<file path="src/verilog/sphz_pkg.sv">
package sphz_pkg;

	// ----------------------------------------------------------------
	// Widths
	// ----------------------------------------------------------------
	localparam int SPHZ_ADDR_W = 8;
	localparam int SPHZ_CNT_W = 16;
	localparam int SPHZ_DT_W = 10;
	localparam int SPHZ_CULL_W = 5;

	// ----------------------------------------------------------------
	// Register byte offsets
	// ----------------------------------------------------------------
	localparam logic [7:0] SPHZ_CTRL_OFS = 8'h00;
	localparam logic [7:0] SPHZ_CYCLE_OFS = 8'h04;
	localparam logic [7:0] SPHZ_DUTY_U_OFS = 8'h08;
	localparam logic [7:0] SPHZ_DUTY_V_OFS = 8'h0C;
	localparam logic [7:0] SPHZ_DUTY_W_OFS = 8'h10;
	localparam logic [7:0] SPHZ_DEAD_OFS = 8'h14;
	localparam logic [7:0] SPHZ_CULL_OFS = 8'h18;
	localparam logic [7:0] SPHZ_STATUS_OFS = 8'h1C;
	localparam logic [7:0] SPHZ_HIZ_OFS = 8'h20;

	// ----------------------------------------------------------------
	// Field positions
	// ----------------------------------------------------------------
	localparam int SPHZ_CTRL_RUN = 0;
	localparam int SPHZ_CTRL_MODE_LSB = 1;
	localparam int SPHZ_CTRL_ANYTIME = 4;
	localparam int SPHZ_CTRL_INTERMIT = 5;
	localparam int SPHZ_CULL_CREST_EN = 5;
	localparam int SPHZ_CULL_VALLEY_EN = 6;
	localparam int SPHZ_STAT_DIR = 0;
	localparam int SPHZ_STAT_RUN = 1;
	localparam int SPHZ_STAT_CNT_LSB = 16;
	localparam int SPHZ_HIZ_EN = 7;
	localparam int SPHZ_HIZ_MODE = 6;
	localparam int SPHZ_HIZ_FALL = 5;
	localparam int SPHZ_HIZ_RISE = 4;
	localparam int SPHZ_HIZ_TRIG = 3;
	localparam int SPHZ_HIZ_CLR = 2;
	localparam int SPHZ_HIZ_FLAG = 0;

	// ----------------------------------------------------------------
	// Values after reset and codes
	// ----------------------------------------------------------------
	localparam logic [5:0] SPHZ_CTRL_RST = 6'h00;
	localparam logic [15:0] SPHZ_CYCLE_RST = 16'h0002;
	localparam logic [15:0] SPHZ_DUTY_RST = 16'h0000;
	localparam logic [9:0] SPHZ_DEAD_RST = 10'h000;
	localparam logic [6:0] SPHZ_CULL_RST = 7'h60;
	localparam logic [7:0] SPHZ_HIZ_RST = 8'h00;
	localparam logic [2:0] SPHZ_MODE_SIX_PHASE = 3'h7;
	localparam logic [15:0] SPHZ_VALLEY_CNT = 16'h0001;
	localparam logic [1:0] SPHZ_RESP_OKAY = 2'h0;
	localparam logic [1:0] SPHZ_RESP_SLVERR = 2'h2;

	// Six gate drives plus the common drive enable
	typedef struct packed {
		logic [2:0] top;
		logic [2:0] bot;
		logic drive_en;
	} sphz_pwm_s;

	// Shutdown controller settings
	typedef struct packed {
		logic enable;
		logic clear_mode;
		logic edge_fall;
		logic edge_rise;
	} sphz_hiz_cfg_s;

endpackage

</file>
<file path="src/verilog/sphz_pwm_top.sv">
// Our own choices: the address map and register access over AXI4-Lite.
`timescale 1ns/100ps
module sphz_pwm_top #(
	parameter int CNT_W = sphz_pkg::SPHZ_CNT_W,
	parameter int DT_W = sphz_pkg::SPHZ_DT_W
) (
	input wire logic aclk,
	input wire logic aresetn,
	input wire logic [sphz_pkg::SPHZ_ADDR_W-1:0] s_axi_awaddr,
	input wire logic s_axi_awvalid,
	output logic s_axi_awready,
	input wire logic [31:0] s_axi_wdata,
	input wire logic [3:0] s_axi_wstrb,
	input wire logic s_axi_wvalid,
	output logic s_axi_wready,
	output logic [1:0] s_axi_bresp,
	output logic s_axi_bvalid,
	input wire logic s_axi_bready,
	input wire logic [sphz_pkg::SPHZ_ADDR_W-1:0] s_axi_araddr,
	input wire logic s_axi_arvalid,
	output logic s_axi_arready,
	output logic [31:0] s_axi_rdata,
	output logic [1:0] s_axi_rresp,
	output logic s_axi_rvalid,
	input wire logic s_axi_rready,
	input wire logic fault_pin_a,
	output sphz_pkg::sphz_pwm_s pwm_out,
	output logic crest_irq,
	output logic valley_irq
);
	import sphz_pkg::*;

	// Counter logic is fixed at 16 bits; dead time must be 1 to 16 bits wide
	if (CNT_W != 16 || DT_W < 1 || DT_W > 16) begin : g_bad_width
		$error("sphz_pwm_top: unsupported counter widths");
	end

	// Byte-lane merge for narrow registers
	function automatic logic [31:0] merge(input logic [31:0] old_v, input logic [31:0] new_v,
			input logic [3:0] strb);
		logic [31:0] r;
		r = old_v;
		for (int b = 0; b < 4; b++) begin
			if (strb[b]) begin
				r[8*b +: 8] = new_v[8*b +: 8];
			end
		end
		return r;
	endfunction

	// Basic phase level; duty of M+2 or more gives the direction level, the comparisons decide below that
	function automatic logic phase_level(input logic [15:0] cnt, input logic dir,
			input logic [15:0] duty, input logic [15:0] m);
		logic [16:0] lim;
		lim = {1'b0, m} + 17'h00002;
		if ({1'b0, duty} >= lim) begin
			return dir;
		end
		// Duty 0 is high everywhere, M+1 nowhere
		return dir ? (cnt > duty) : (cnt >= duty);
	endfunction

	// ----------------------------------------------------------------
	// Register bus slave
	// ----------------------------------------------------------------
	logic aw_free_reg, w_free_reg, bvalid_reg, arready_reg, rvalid_reg;
	logic [7:0] aw_addr_reg;
	logic [31:0] w_data_reg, rdata_reg;
	logic [3:0] w_strb_reg;
	logic [1:0] bresp_reg, rresp_reg;

	wire aw_take = s_axi_awvalid & aw_free_reg;
	wire w_take = s_axi_wvalid & w_free_reg;
	wire wr_fire = ~aw_free_reg & ~w_free_reg & ~bvalid_reg;
	wire ar_take = s_axi_arvalid & arready_reg;

	wire wr_ctrl = wr_fire & (aw_addr_reg == SPHZ_CTRL_OFS);
	wire wr_cycle = wr_fire & (aw_addr_reg == SPHZ_CYCLE_OFS);
	wire wr_u = wr_fire & (aw_addr_reg == SPHZ_DUTY_U_OFS);
	wire wr_v = wr_fire & (aw_addr_reg == SPHZ_DUTY_V_OFS);
	wire wr_w = wr_fire & (aw_addr_reg == SPHZ_DUTY_W_OFS);
	wire wr_dead = wr_fire & (aw_addr_reg == SPHZ_DEAD_OFS);
	wire wr_cull = wr_fire & (aw_addr_reg == SPHZ_CULL_OFS);
	wire wr_hiz = wr_fire & (aw_addr_reg == SPHZ_HIZ_OFS) & w_strb_reg[0];
	wire wr_status = wr_fire & (aw_addr_reg == SPHZ_STATUS_OFS);
	wire wr_mapped = wr_ctrl | wr_cycle | wr_u | wr_v | wr_w | wr_dead | wr_cull | wr_status
		| (wr_fire & (aw_addr_reg == SPHZ_HIZ_OFS));

	// Channel handshakes; an address or data beat is held until the pair completes
	always_ff @(posedge aclk) begin
		if (!aresetn) begin
			aw_free_reg <= 1'b1;
			w_free_reg <= 1'b1;
			bvalid_reg <= 1'b0;
			bresp_reg <= SPHZ_RESP_OKAY;
			aw_addr_reg <= 8'h00;
			w_data_reg <= 32'h0000_0000;
			w_strb_reg <= 4'h0;
		end else begin
			if (aw_take) begin
				aw_free_reg <= 1'b0;
				aw_addr_reg <= {s_axi_awaddr[7:2], 2'b00};
			end else if (wr_fire) begin
				aw_free_reg <= 1'b1;
			end
			if (w_take) begin
				w_free_reg <= 1'b0;
				w_data_reg <= s_axi_wdata;
				w_strb_reg <= s_axi_wstrb;
			end else if (wr_fire) begin
				w_free_reg <= 1'b1;
			end
			if (wr_fire) begin
				bvalid_reg <= 1'b1;
				bresp_reg <= wr_mapped ? SPHZ_RESP_OKAY : SPHZ_RESP_SLVERR;
			end else if (s_axi_bready) begin
				bvalid_reg <= 1'b0;
			end
		end
	end

	// ----------------------------------------------------------------
	// Software registers and buffers
	// ----------------------------------------------------------------
	logic [5:0] ctrl_reg;
	logic [15:0] buf_cycle_reg, act_cycle_reg;
	logic [15:0] buf_duty_reg [3];
	logic [15:0] act_duty_reg [3];
	logic [DT_W-1:0] dead_reg;
	logic [6:0] buf_cull_reg, act_cull_reg;
	logic xfer_pend_reg;
	sphz_hiz_cfg_s hiz_cfg_reg;
	logic hiz_flag_reg;

	wire running = ctrl_reg[SPHZ_CTRL_RUN]
		& (ctrl_reg[SPHZ_CTRL_MODE_LSB +: 3] == SPHZ_MODE_SIX_PHASE);
	wire anytime = ctrl_reg[SPHZ_CTRL_ANYTIME];
	wire intermit = ctrl_reg[SPHZ_CTRL_INTERMIT];

	// Byte-lane merged write words, one per narrow register
	wire [31:0] ctrl_wr = merge({26'h0, ctrl_reg}, w_data_reg, w_strb_reg);
	wire [31:0] cycle_wr = merge({16'h0, buf_cycle_reg}, w_data_reg, w_strb_reg);
	wire [31:0] u_wr = merge({16'h0, buf_duty_reg[0]}, w_data_reg, w_strb_reg);
	wire [31:0] v_wr = merge({16'h0, buf_duty_reg[1]}, w_data_reg, w_strb_reg);
	wire [31:0] w_wr = merge({16'h0, buf_duty_reg[2]}, w_data_reg, w_strb_reg);
	wire [31:0] dead_wr = merge(32'(dead_reg), w_data_reg, w_strb_reg);
	wire [31:0] cull_wr = merge({25'h0, buf_cull_reg}, w_data_reg, w_strb_reg);

	// Plain configuration writes; duty writes sit in the buffers
	always_ff @(posedge aclk) begin
		if (!aresetn) begin
			ctrl_reg <= SPHZ_CTRL_RST;
			buf_cycle_reg <= SPHZ_CYCLE_RST;
			buf_duty_reg <= '{default: SPHZ_DUTY_RST};
			dead_reg <= DT_W'(SPHZ_DEAD_RST);
			buf_cull_reg <= SPHZ_CULL_RST;
			hiz_cfg_reg <= '0;
		end else begin
			if (wr_ctrl) ctrl_reg <= ctrl_wr[5:0];
			if (wr_cycle) buf_cycle_reg <= cycle_wr[15:0];
			if (wr_u) buf_duty_reg[0] <= u_wr[15:0];
			if (wr_v) buf_duty_reg[1] <= v_wr[15:0];
			if (wr_w) buf_duty_reg[2] <= w_wr[15:0];
			if (wr_dead) dead_reg <= dead_wr[DT_W-1:0];
			if (wr_cull) buf_cull_reg <= cull_wr[6:0];
			// Settings taken whole; software disables first before changing them
			if (wr_hiz) hiz_cfg_reg <= sphz_hiz_cfg_s'(w_data_reg[SPHZ_HIZ_RISE +: 4]);
		end
	end

	// ----------------------------------------------------------------
	// Carrier counter, events and culling
	// ----------------------------------------------------------------
	logic [15:0] cnt_reg;
	logic dir_reg;
	logic [SPHZ_CULL_W-1:0] cull_cnt_reg;
	logic crest_irq_reg, valley_irq_reg;

	wire crest_evt = running & ~dir_reg & (cnt_reg == act_cycle_reg);
	wire valley_evt = running & dir_reg & (cnt_reg == SPHZ_VALLEY_CNT);
	wire cull_qual = (crest_evt & act_cull_reg[SPHZ_CULL_CREST_EN])
		| (valley_evt & act_cull_reg[SPHZ_CULL_VALLEY_EN]);
	wire cull_hit = cull_qual & (cull_cnt_reg == act_cull_reg[SPHZ_CULL_W-1:0]);
	// Anytime copies every cycle; batch at turning points; intermittent at culled points
	wire xfer = anytime | ~running
		| (xfer_pend_reg & (intermit ? cull_hit : (crest_evt | valley_evt)));

	// Up to one past the cycle value, down to 0001H, then back to zero and up
	always_ff @(posedge aclk) begin
		if (!aresetn || !running) begin
			cnt_reg <= 16'h0000;
			dir_reg <= 1'b0;
		end else if (!dir_reg) begin
			cnt_reg <= cnt_reg + 16'h0001;
			if (crest_evt) dir_reg <= 1'b1;
		end else if (valley_evt) begin
			cnt_reg <= 16'h0000;
			dir_reg <= 1'b0;
		end else begin
			cnt_reg <= cnt_reg - 16'h0001;
		end
	end

	// Culling counter and culled event pulses
	always_ff @(posedge aclk) begin
		if (!aresetn || !running) begin
			cull_cnt_reg <= '0;
			crest_irq_reg <= 1'b0;
			valley_irq_reg <= 1'b0;
		end else begin
			if (cull_qual) cull_cnt_reg <= cull_hit ? '0 : cull_cnt_reg + 1'b1;
			crest_irq_reg <= cull_hit & crest_evt;
			valley_irq_reg <= cull_hit & valley_evt;
		end
	end

	// Buffer transfer; a new U duty write during the wait re-arms, so set wins over the transfer
	always_ff @(posedge aclk) begin
		if (!aresetn) begin
			act_cycle_reg <= SPHZ_CYCLE_RST;
			act_duty_reg <= '{default: SPHZ_DUTY_RST};
			act_cull_reg <= SPHZ_CULL_RST;
			xfer_pend_reg <= 1'b0;
		end else begin
			if (xfer) begin
				act_cycle_reg <= buf_cycle_reg;
				act_duty_reg <= buf_duty_reg;
				act_cull_reg <= buf_cull_reg;
			end
			// Writing the U duty last commits the whole set
			if (wr_u) xfer_pend_reg <= 1'b1;
			else if (xfer) xfer_pend_reg <= 1'b0;
		end
	end

	// ----------------------------------------------------------------
	// Dead time and outputs
	// ----------------------------------------------------------------
	logic [2:0] raw_reg;
	logic [DT_W-1:0] dt_cnt_reg [3];
	logic [2:0] raw_now;
	logic [2:0] dt_done;
	sphz_pwm_s pwm_reg;

	for (genvar p = 0; p < 3; p++) begin : g_phase
		assign raw_now[p] = running & phase_level(cnt_reg, dir_reg, act_duty_reg[p], act_cycle_reg);
		assign dt_done[p] = (dt_cnt_reg[p] == dead_reg);

		// Each phase restarts its own count on every edge of its basic wave
		always_ff @(posedge aclk) begin
			if (!aresetn) begin
				raw_reg[p] <= 1'b0;
				dt_cnt_reg[p] <= '0;
			end else begin
				raw_reg[p] <= raw_now[p];
				if (raw_now[p] != raw_reg[p]) dt_cnt_reg[p] <= '0;
				else if (!dt_done[p]) dt_cnt_reg[p] <= dt_cnt_reg[p] + 1'b1;
			end
		end
	end

	// ----------------------------------------------------------------
	// Shutdown controller
	// ----------------------------------------------------------------
	logic fault_prev_reg;

	wire edge_sel_ok = ~(hiz_cfg_reg.edge_rise & hiz_cfg_reg.edge_fall);
	wire fault_edge = hiz_cfg_reg.enable & edge_sel_ok
		& ((hiz_cfg_reg.edge_rise & fault_pin_a & ~fault_prev_reg)
		| (hiz_cfg_reg.edge_fall & ~fault_pin_a & fault_prev_reg));
	wire fault_active = edge_sel_ok
		& ((hiz_cfg_reg.edge_rise & fault_pin_a) | (hiz_cfg_reg.edge_fall & ~fault_pin_a));
	wire trig_cmd = wr_hiz & w_data_reg[SPHZ_HIZ_TRIG] & hiz_cfg_reg.enable;
	wire clr_cmd = wr_hiz & w_data_reg[SPHZ_HIZ_CLR] & hiz_cfg_reg.enable
		& ~(hiz_cfg_reg.clear_mode & fault_active);
	// Disabling write drops the flag at the same edge the enable falls
	wire hiz_off = ~hiz_cfg_reg.enable | (wr_hiz & ~w_data_reg[SPHZ_HIZ_EN]);

	// Disable beats everything; any set beats a clear in the same cycle
	always_ff @(posedge aclk) begin
		if (!aresetn) begin
			fault_prev_reg <= 1'b0;
			hiz_flag_reg <= 1'b0;
		end else begin
			fault_prev_reg <= fault_pin_a;
			if (hiz_off) hiz_flag_reg <= 1'b0;
			else if (fault_edge) hiz_flag_reg <= 1'b1;
			else if (trig_cmd) hiz_flag_reg <= 1'b1;
			else if (clr_cmd) hiz_flag_reg <= 1'b0;
		end
	end

	// Drives are registered; shutdown drops the enable and parks the levels low
	always_ff @(posedge aclk) begin
		if (!aresetn) begin
			pwm_reg <= '0;
		end else begin
			pwm_reg.drive_en <= ~hiz_flag_reg;
			pwm_reg.top <= hiz_flag_reg ? 3'b000 : raw_reg & dt_done;
			pwm_reg.bot <= hiz_flag_reg ? 3'b000 : ~raw_reg & dt_done & {3{running}};
		end
	end

	// ----------------------------------------------------------------
	// Read path
	// ----------------------------------------------------------------
	wire [7:0] ar_addr = {s_axi_araddr[7:2], 2'b00};
	wire [7:0] hiz_rd = {hiz_cfg_reg, 3'b000, hiz_flag_reg};
	logic [31:0] rd_mux;
	logic rd_hit;

	// Read decode; unmapped words answer SLVERR with zero data
	always_comb begin
		rd_hit = 1'b1;
		unique case (ar_addr)
			SPHZ_CTRL_OFS: rd_mux = {26'h0, ctrl_reg};
			SPHZ_CYCLE_OFS: rd_mux = {16'h0, buf_cycle_reg};
			SPHZ_DUTY_U_OFS: rd_mux = {16'h0, buf_duty_reg[0]};
			SPHZ_DUTY_V_OFS: rd_mux = {16'h0, buf_duty_reg[1]};
			SPHZ_DUTY_W_OFS: rd_mux = {16'h0, buf_duty_reg[2]};
			SPHZ_DEAD_OFS: rd_mux = 32'(dead_reg);
			SPHZ_CULL_OFS: rd_mux = {25'h0, buf_cull_reg};
			SPHZ_STATUS_OFS: rd_mux = {cnt_reg, 14'h0, running, dir_reg};
			SPHZ_HIZ_OFS: rd_mux = {24'h0, hiz_rd};
			default: begin
				rd_mux = 32'h0000_0000;
				rd_hit = 1'b0;
			end
		endcase
	end

	// One read outstanding; the address is refused while the answer stands
	always_ff @(posedge aclk) begin
		if (!aresetn) begin
			arready_reg <= 1'b1;
			rvalid_reg <= 1'b0;
			rdata_reg <= 32'h0000_0000;
			rresp_reg <= SPHZ_RESP_OKAY;
		end else if (ar_take) begin
			arready_reg <= 1'b0;
			rvalid_reg <= 1'b1;
			rdata_reg <= rd_mux;
			rresp_reg <= rd_hit ? SPHZ_RESP_OKAY : SPHZ_RESP_SLVERR;
		end else if (rvalid_reg && s_axi_rready) begin
			arready_reg <= 1'b1;
			rvalid_reg <= 1'b0;
		end
	end

	assign s_axi_awready = aw_free_reg;
	assign s_axi_wready = w_free_reg;
	assign s_axi_bvalid = bvalid_reg;
	assign s_axi_bresp = bresp_reg;
	assign s_axi_arready = arready_reg;
	assign s_axi_rvalid = rvalid_reg;
	assign s_axi_rdata = rdata_reg;
	assign s_axi_rresp = rresp_reg;
	assign pwm_out = pwm_reg;
	assign crest_irq = crest_irq_reg;
	assign valley_irq = valley_irq_reg;

endmodule

</file>
<file path="config.mk">
export PLATFORM = sky130hd
export DESIGN_NAME = sphz_pwm_top
export DESIGN_NICKNAME = d
export VERILOG_FILES = /design/src/verilog/sphz_pkg.sv /design/src/verilog/sphz_pwm_top.sv
export SDC_FILE = /design/constraint.sdc
export NUM_CORES = 1
export LEC_CHECK = 0
export BUFFER_PORTS_ARGS = -buffer_cell sky130_fd_sc_hd__buf_2
export CELL_PAD_IN_SITES_DETAIL_PLACEMENT = 1
export CELL_PAD_IN_SITES_GLOBAL_PLACEMENT = 1
export CORE_MARGIN = 3
export CORE_UTILIZATION = 51
export DETAILED_ROUTE_END_ITERATION = 10
export PLACE_DENSITY = 0.95
export SYNTH_ARGS = -nofsm -noshare
export SYNTH_HDL_FRONTEND = slang
export SYNTH_SLANG_ARGS = --single-unit
export TNS_END_PERCENT = 100
</file>
<file path="constraint.sdc">
create_clock -name aclk -period 12.09 [get_ports aclk]
set_clock_uncertainty 0.05 [all_clocks]
set_input_delay 2.418 -clock aclk [delete_from_list [all_inputs] [get_ports aclk]]
set_output_delay 2.418 -clock aclk [all_outputs]
set_load 0.01 [all_outputs]
</file>
Word-level counts from Yosys, hierarchy flattened
Memories as Yosys holds them, arrays and structs flattened.
Index checks and enable logic that the tools add are counted.

storage, ports and cells
  word-level logic and storage cells = 263
  ROM bits = 0
  bits in registers = 264
  input port bits = 60
  memories = 1
  memory bits (writable) = 30
  bits in latches = 0

cells by class
  add/sub/neg operators = 7
  reduce and logical (&&, ||, !) cells = 27
  shift-type cells = 0
  $lt $le $gt $ge = 9
  eq/ne operators = 26
  div/mod/pow operators = 0
  $mul = 0
  bitwise gates (word level) = 82
  multiplexer cells = 65

memory list
  memory      words  width  read ports  clocked after Yosys merged registers in  write ports  RTL line             RTL
  dt_cnt_reg  3      10     3           0                                        3            sphz_pwm_top.sv:240  logic [DT_W-1:0] dt_cnt_reg [3];

operators with widths
  operator                                               count
  case mux 32 bit (9 select lines)                       1
  two-way mux 10 bit                                     6
  two-way mux 1 bit                                      53
  >= comparator 16 x 17 -> 1 bit                         3
  equality test 6 x 3 -> 1 bit (second input constant)   8
  >= comparator 16 bit                                   3
  > comparator 16 bit                                    3
  bitwise AND 1 bit                                      44
  two-way mux 16 bit                                     2
  adder 10 x 1 -> 10 bit (second input constant)         3
  equality test 10 bit                                   3
  equality test 6 x 2 -> 1 bit (second input constant)   4
  AND reduction 2 bit                                    12
  OR 1 bit                                               21
  adder 16 x 2 -> 17 bit (second input constant)         1
  adder 16 x 1 -> 16 bit (second input constant)         1
  equality test 16 x 1 -> 1 bit (second input constant)  1
  equality test 16 bit                                   1
  zero test 8 bit                                        2
  subtractor 16 x 1 -> 16 bit (second input constant)    1
  NOT 1 bit                                              13
  equality test 6 x 1 -> 1 bit (second input constant)   2
  equality test 6 x 4 -> 1 bit (second input constant)   2
  nonzero test 2 bit                                     5
  other kinds (14)                                       21

Longest topological paths before layout
  word-level depth = 13
  gate-level depth with buffers = 17

Least setup slack after synthesis
No wires, ideal clock.

  path kind = input port to flip-flop
  start = input s_axi_araddr[3] in the netlist's numbering
  end = register rdata_reg[21], in the netlist s_axi_rdata[21]
  slack = 7.443 ns
  path buffers = 3
  data required time = 11.975 ns
  arrival = 4.532 ns
  stages = 8
  cell sequence = clkbuf_1 > or3_1 > a2111o_1 > clkbuf_1 > nor3_1 > clkbuf_1 > a22oi_1 > nor2b_1

between the ends
  word-level cells in the longest chain between the ends = 2
  elaborated cells on any way between the ends = 10

ends and longest elaborated chain
  element                                                     RTL line             RTL
  start, declared                                             sphz_pwm_top.sv:19   input wire logic [sphz_pkg::SPHZ_ADDR_W-1:0] s_axi_araddr,
  equality test 6 x 4 -> 1 bit, or another cell as far along  sphz_pwm_top.sv:315  unique case (ar_addr)
  case mux 32 bit (9 select lines) (*)                        sphz_pwm_top.sv:315
  end signal, assigned                                        sphz_pwm_top.sv:342  rdata_reg <= rd_mux;
  end, declared                                               sphz_pwm_top.sv:68   logic [31:0] w_data_reg, rdata_reg;

Every way passes the cells marked *; elsewhere a longest branch is shown, timed or not.
A chain may end at the register's enable or synchronous reset.

==> out/metrics.csv <==
metric,value,unit
synth_top_cell_by_area,dfxtp_1,
swShare,26.2,%
core.rowCount,63,
power_frac_seq,46.3,%
cap_violations,1,
drcViolationCount,0,
slew_headroom,-2.95,%
grt_setup_unrepaired,false,
nFillCells,3372,
die_h,182,µm
port_buffers,85,
ys_top_cells_by_area,"dfxtp_1 33%, mux2i_1 9.7%, ha_1 7.8%, nor2b_1 7.7%, edfxtp_1 5.7%",
h-tree-depth,2,
worstSetupPathType,reg -> reg,
hold_viol,0,
nNetsFinal,1893,
required,12.14,ns
maxSlewViolCount,6,
synth-edff-count,30,
viasPerCell,6.56,
fin_util,58.1,%
boundaryPins,110,
p_total,2.34,mW
violations,"capacitance limit, slew limit",
power.internal,1.73,mW
clk_latency,0.55,ns
initial_core_util,52.3,%
ys_warn_count,0,
endpoint_kind,register,
place.gp.congestion,0.913,
power_density,134,nW/µm²
max_freq,0.173,GHz
slowest_stage,dfxtp_1,
final-setup-viol-count,0,
cts_tree,built,
clkPwrFrac,46.0,%
cellLeakagePower,7.53,nW
dr.pass1.iters,8,
cts_setup_buffers,0,
status,"finished, violations left",
crit_chain,nand4_1 > or2_2 > nor3_1 > nand3_1 > xor2_1 > ha_1 > and3_1 > nand4_1 > a221oi_1 > a221o_1 > o21ai_0 > a211oi_1 > xnor2_1 > nand3_1,
totalWireLength,56800,µm
synth_ff_type,dfxtp_1,
cpLargestDelayFamily,simple AND/OR/NAND/NOR gates,
cp_max_fo,11,
clock-sinks,292,
worstPathArrival,5.82,ns
grt_max_degree,130,
fin_setup_tns,0,ns
numCtsBuffers,34,
irDropWorstVdd,0.118,mV
tightest_slew,1.52,ns
multiInputGateArea,8940,µm²
grt_usage,33.6,%
cp-start-kind,register,
hold_class,reg -> reg,
antenna_found_initial,5,
gr-total-overflow,0,
finalCriticalPeriod,5.76,ns
vias,14108,
core,30000,µm²
root_buffer,clkbuf_16,
dpl.hpwl,37000,µm
grt_pass1_vias,14899,
dp_worst_setup_slack,6.73,ns
syn_to_final_growth,11.0,%
cts_resized,0,
drive_above_1_share,9.61,%
clockBufferDepth,3,
period_share,47.7,%
seq_area,6150,µm²
synthCells,1707,
synth_top_cell_area_share,33.4,%
synth_seq_area_share,39.1,%
slowest_delay,0.60,ns
critPathBufInv,0,
die_area,33000,µm²
cts_hold_buf,0,
synth_seq_cells,292,
setup_ws,6.33,ns
grt_pass1_wl,87600,µm
synthArstFlopShare,0,%
clkTransAtPathRegs,0.06,ns
wire_per_inst,26.4,µm
syn_area,15700,µm²
p_switching,0.614,mW
die_w,182,µm
avgSynthCellArea,9.21,µm²
ys_types,74,
detail-route-antenna-nets,0,
initialDrtViolationCount,1451,
power_frac_comb,7.7,%
## stage by stage
step,instances,hold slack (ns),area [µm²]
floorplan,1708,0.386,15700
global placement,2089,0.423,16300
detailed placement,2089,0.428,16300
CTS,2149,0.441,17400
global route,2150,0.459,17500
finish,2151,0.440,17500
## path summary, 6_finish.rpt
kind / from / end / slack, ns / cells after the start
worst max-delay path: act_cycle_reg[7] / dt_cnt_reg[0][5] / 6.33 / 14
worst min-delay path: aw_addr_reg[6] / aw_addr_reg[6] / 0.44 / 2
worst max register to register: act_cycle_reg[7] / dt_cnt_reg[0][5] / 6.33 / 14
worst min register to register: aw_addr_reg[6] / aw_addr_reg[6] / 0.44 / 2
## kinds of logic after synthesis
group / share of synthesized area, %
compound gates: 11.9
xor+xnor: 5.63
fa+ha+maj: 7.80
buf+inv: 4.18
flops: 39.1
mux: 10.0
other cells: 0.0239
simple gates: 21.3
## cells in the mapped netlist, drive strengths merged (4+ instances only)
cell type and number:
and4 11, and3 21, inv 63, a211oi 11
xnor2 46, nor2 93, a31oi 15, xor2 55
nand4 29, o31ai 9, buf 18, nand3 67
mux2i 154, ha 98, and2 7, nor2b 195
nand2b 11, a21o 15, a222oi 19, clkbuf 86
edfxtp 30, o211ai 4, or3 7, nor3 32
nand2 113, o21ai 20, a21boi 29, or2 5
dfxtp 262, nor4 12, o22ai 5, nor3b 8
a21oi 71, or4 4, o21a 4, a221oi 7
a22oi 29
## placed cells by master, fill, tap and decap left out, types with 46 or more instances in the layout
master and count:
inv_1 63, xnor2_1 46, dfxtp_1 262, nor2_1 93, nand3_1 67, mux2i_1 152
nor2b_1 194, xor2_1 55, a21oi_1 71, ha_1 98, buf_2 84, nand2_1 113
## area by class of cell
cell class                      count  share of cell area (%)
Multi-Input combinational cell   1249                    51.2
Sequential cell                   292                    35.2
Tap cell                          390                    2.80
Clock buffer                       47                    5.57
Timing Repair Buffer               95                    2.88
Inverter                           63                    1.35
Clock inverter                     13                   0.946
Antenna cell                        2                  0.0287
## metal layers
metal  vias up  GRT usage, %  share of wire [%]
met5         -             0              0.051
met4         6          19.1                6.1
met3       288          7.75                8.7
met2       863          54.1                 46
met1      6856          41.4                 40
li1       6095             -                  -
## worst reg2reg max path, stage by stage, from the launching register on
cell      delay [ns]
dfxtp_1         0.60
nand4_1         0.26
or2_2           0.37
nor3_1          0.52
nand3_1         0.17
xor2_1          0.21
ha_1            0.33
and3_1          0.27
nand4_1         0.17
a221oi_1        0.36
a221o_1         0.25
o21ai_0         0.16
a211oi_1        0.58
xnor2_1         0.45
nand3_1         0.59
## power groups by stage
stage	Sequential, mW	Clock, mW	Combinational [mW]
finish	1.08	1.08	0.181
global placement	1.10	0	0.155
floorplan	1.08	0	0.126
CTS	1.08	1.08	0.176
detailed placement	1.10	0	0.167
global route	1.09	1.12	0.194
No activity file was read; power rests on OpenSTA's default activity.
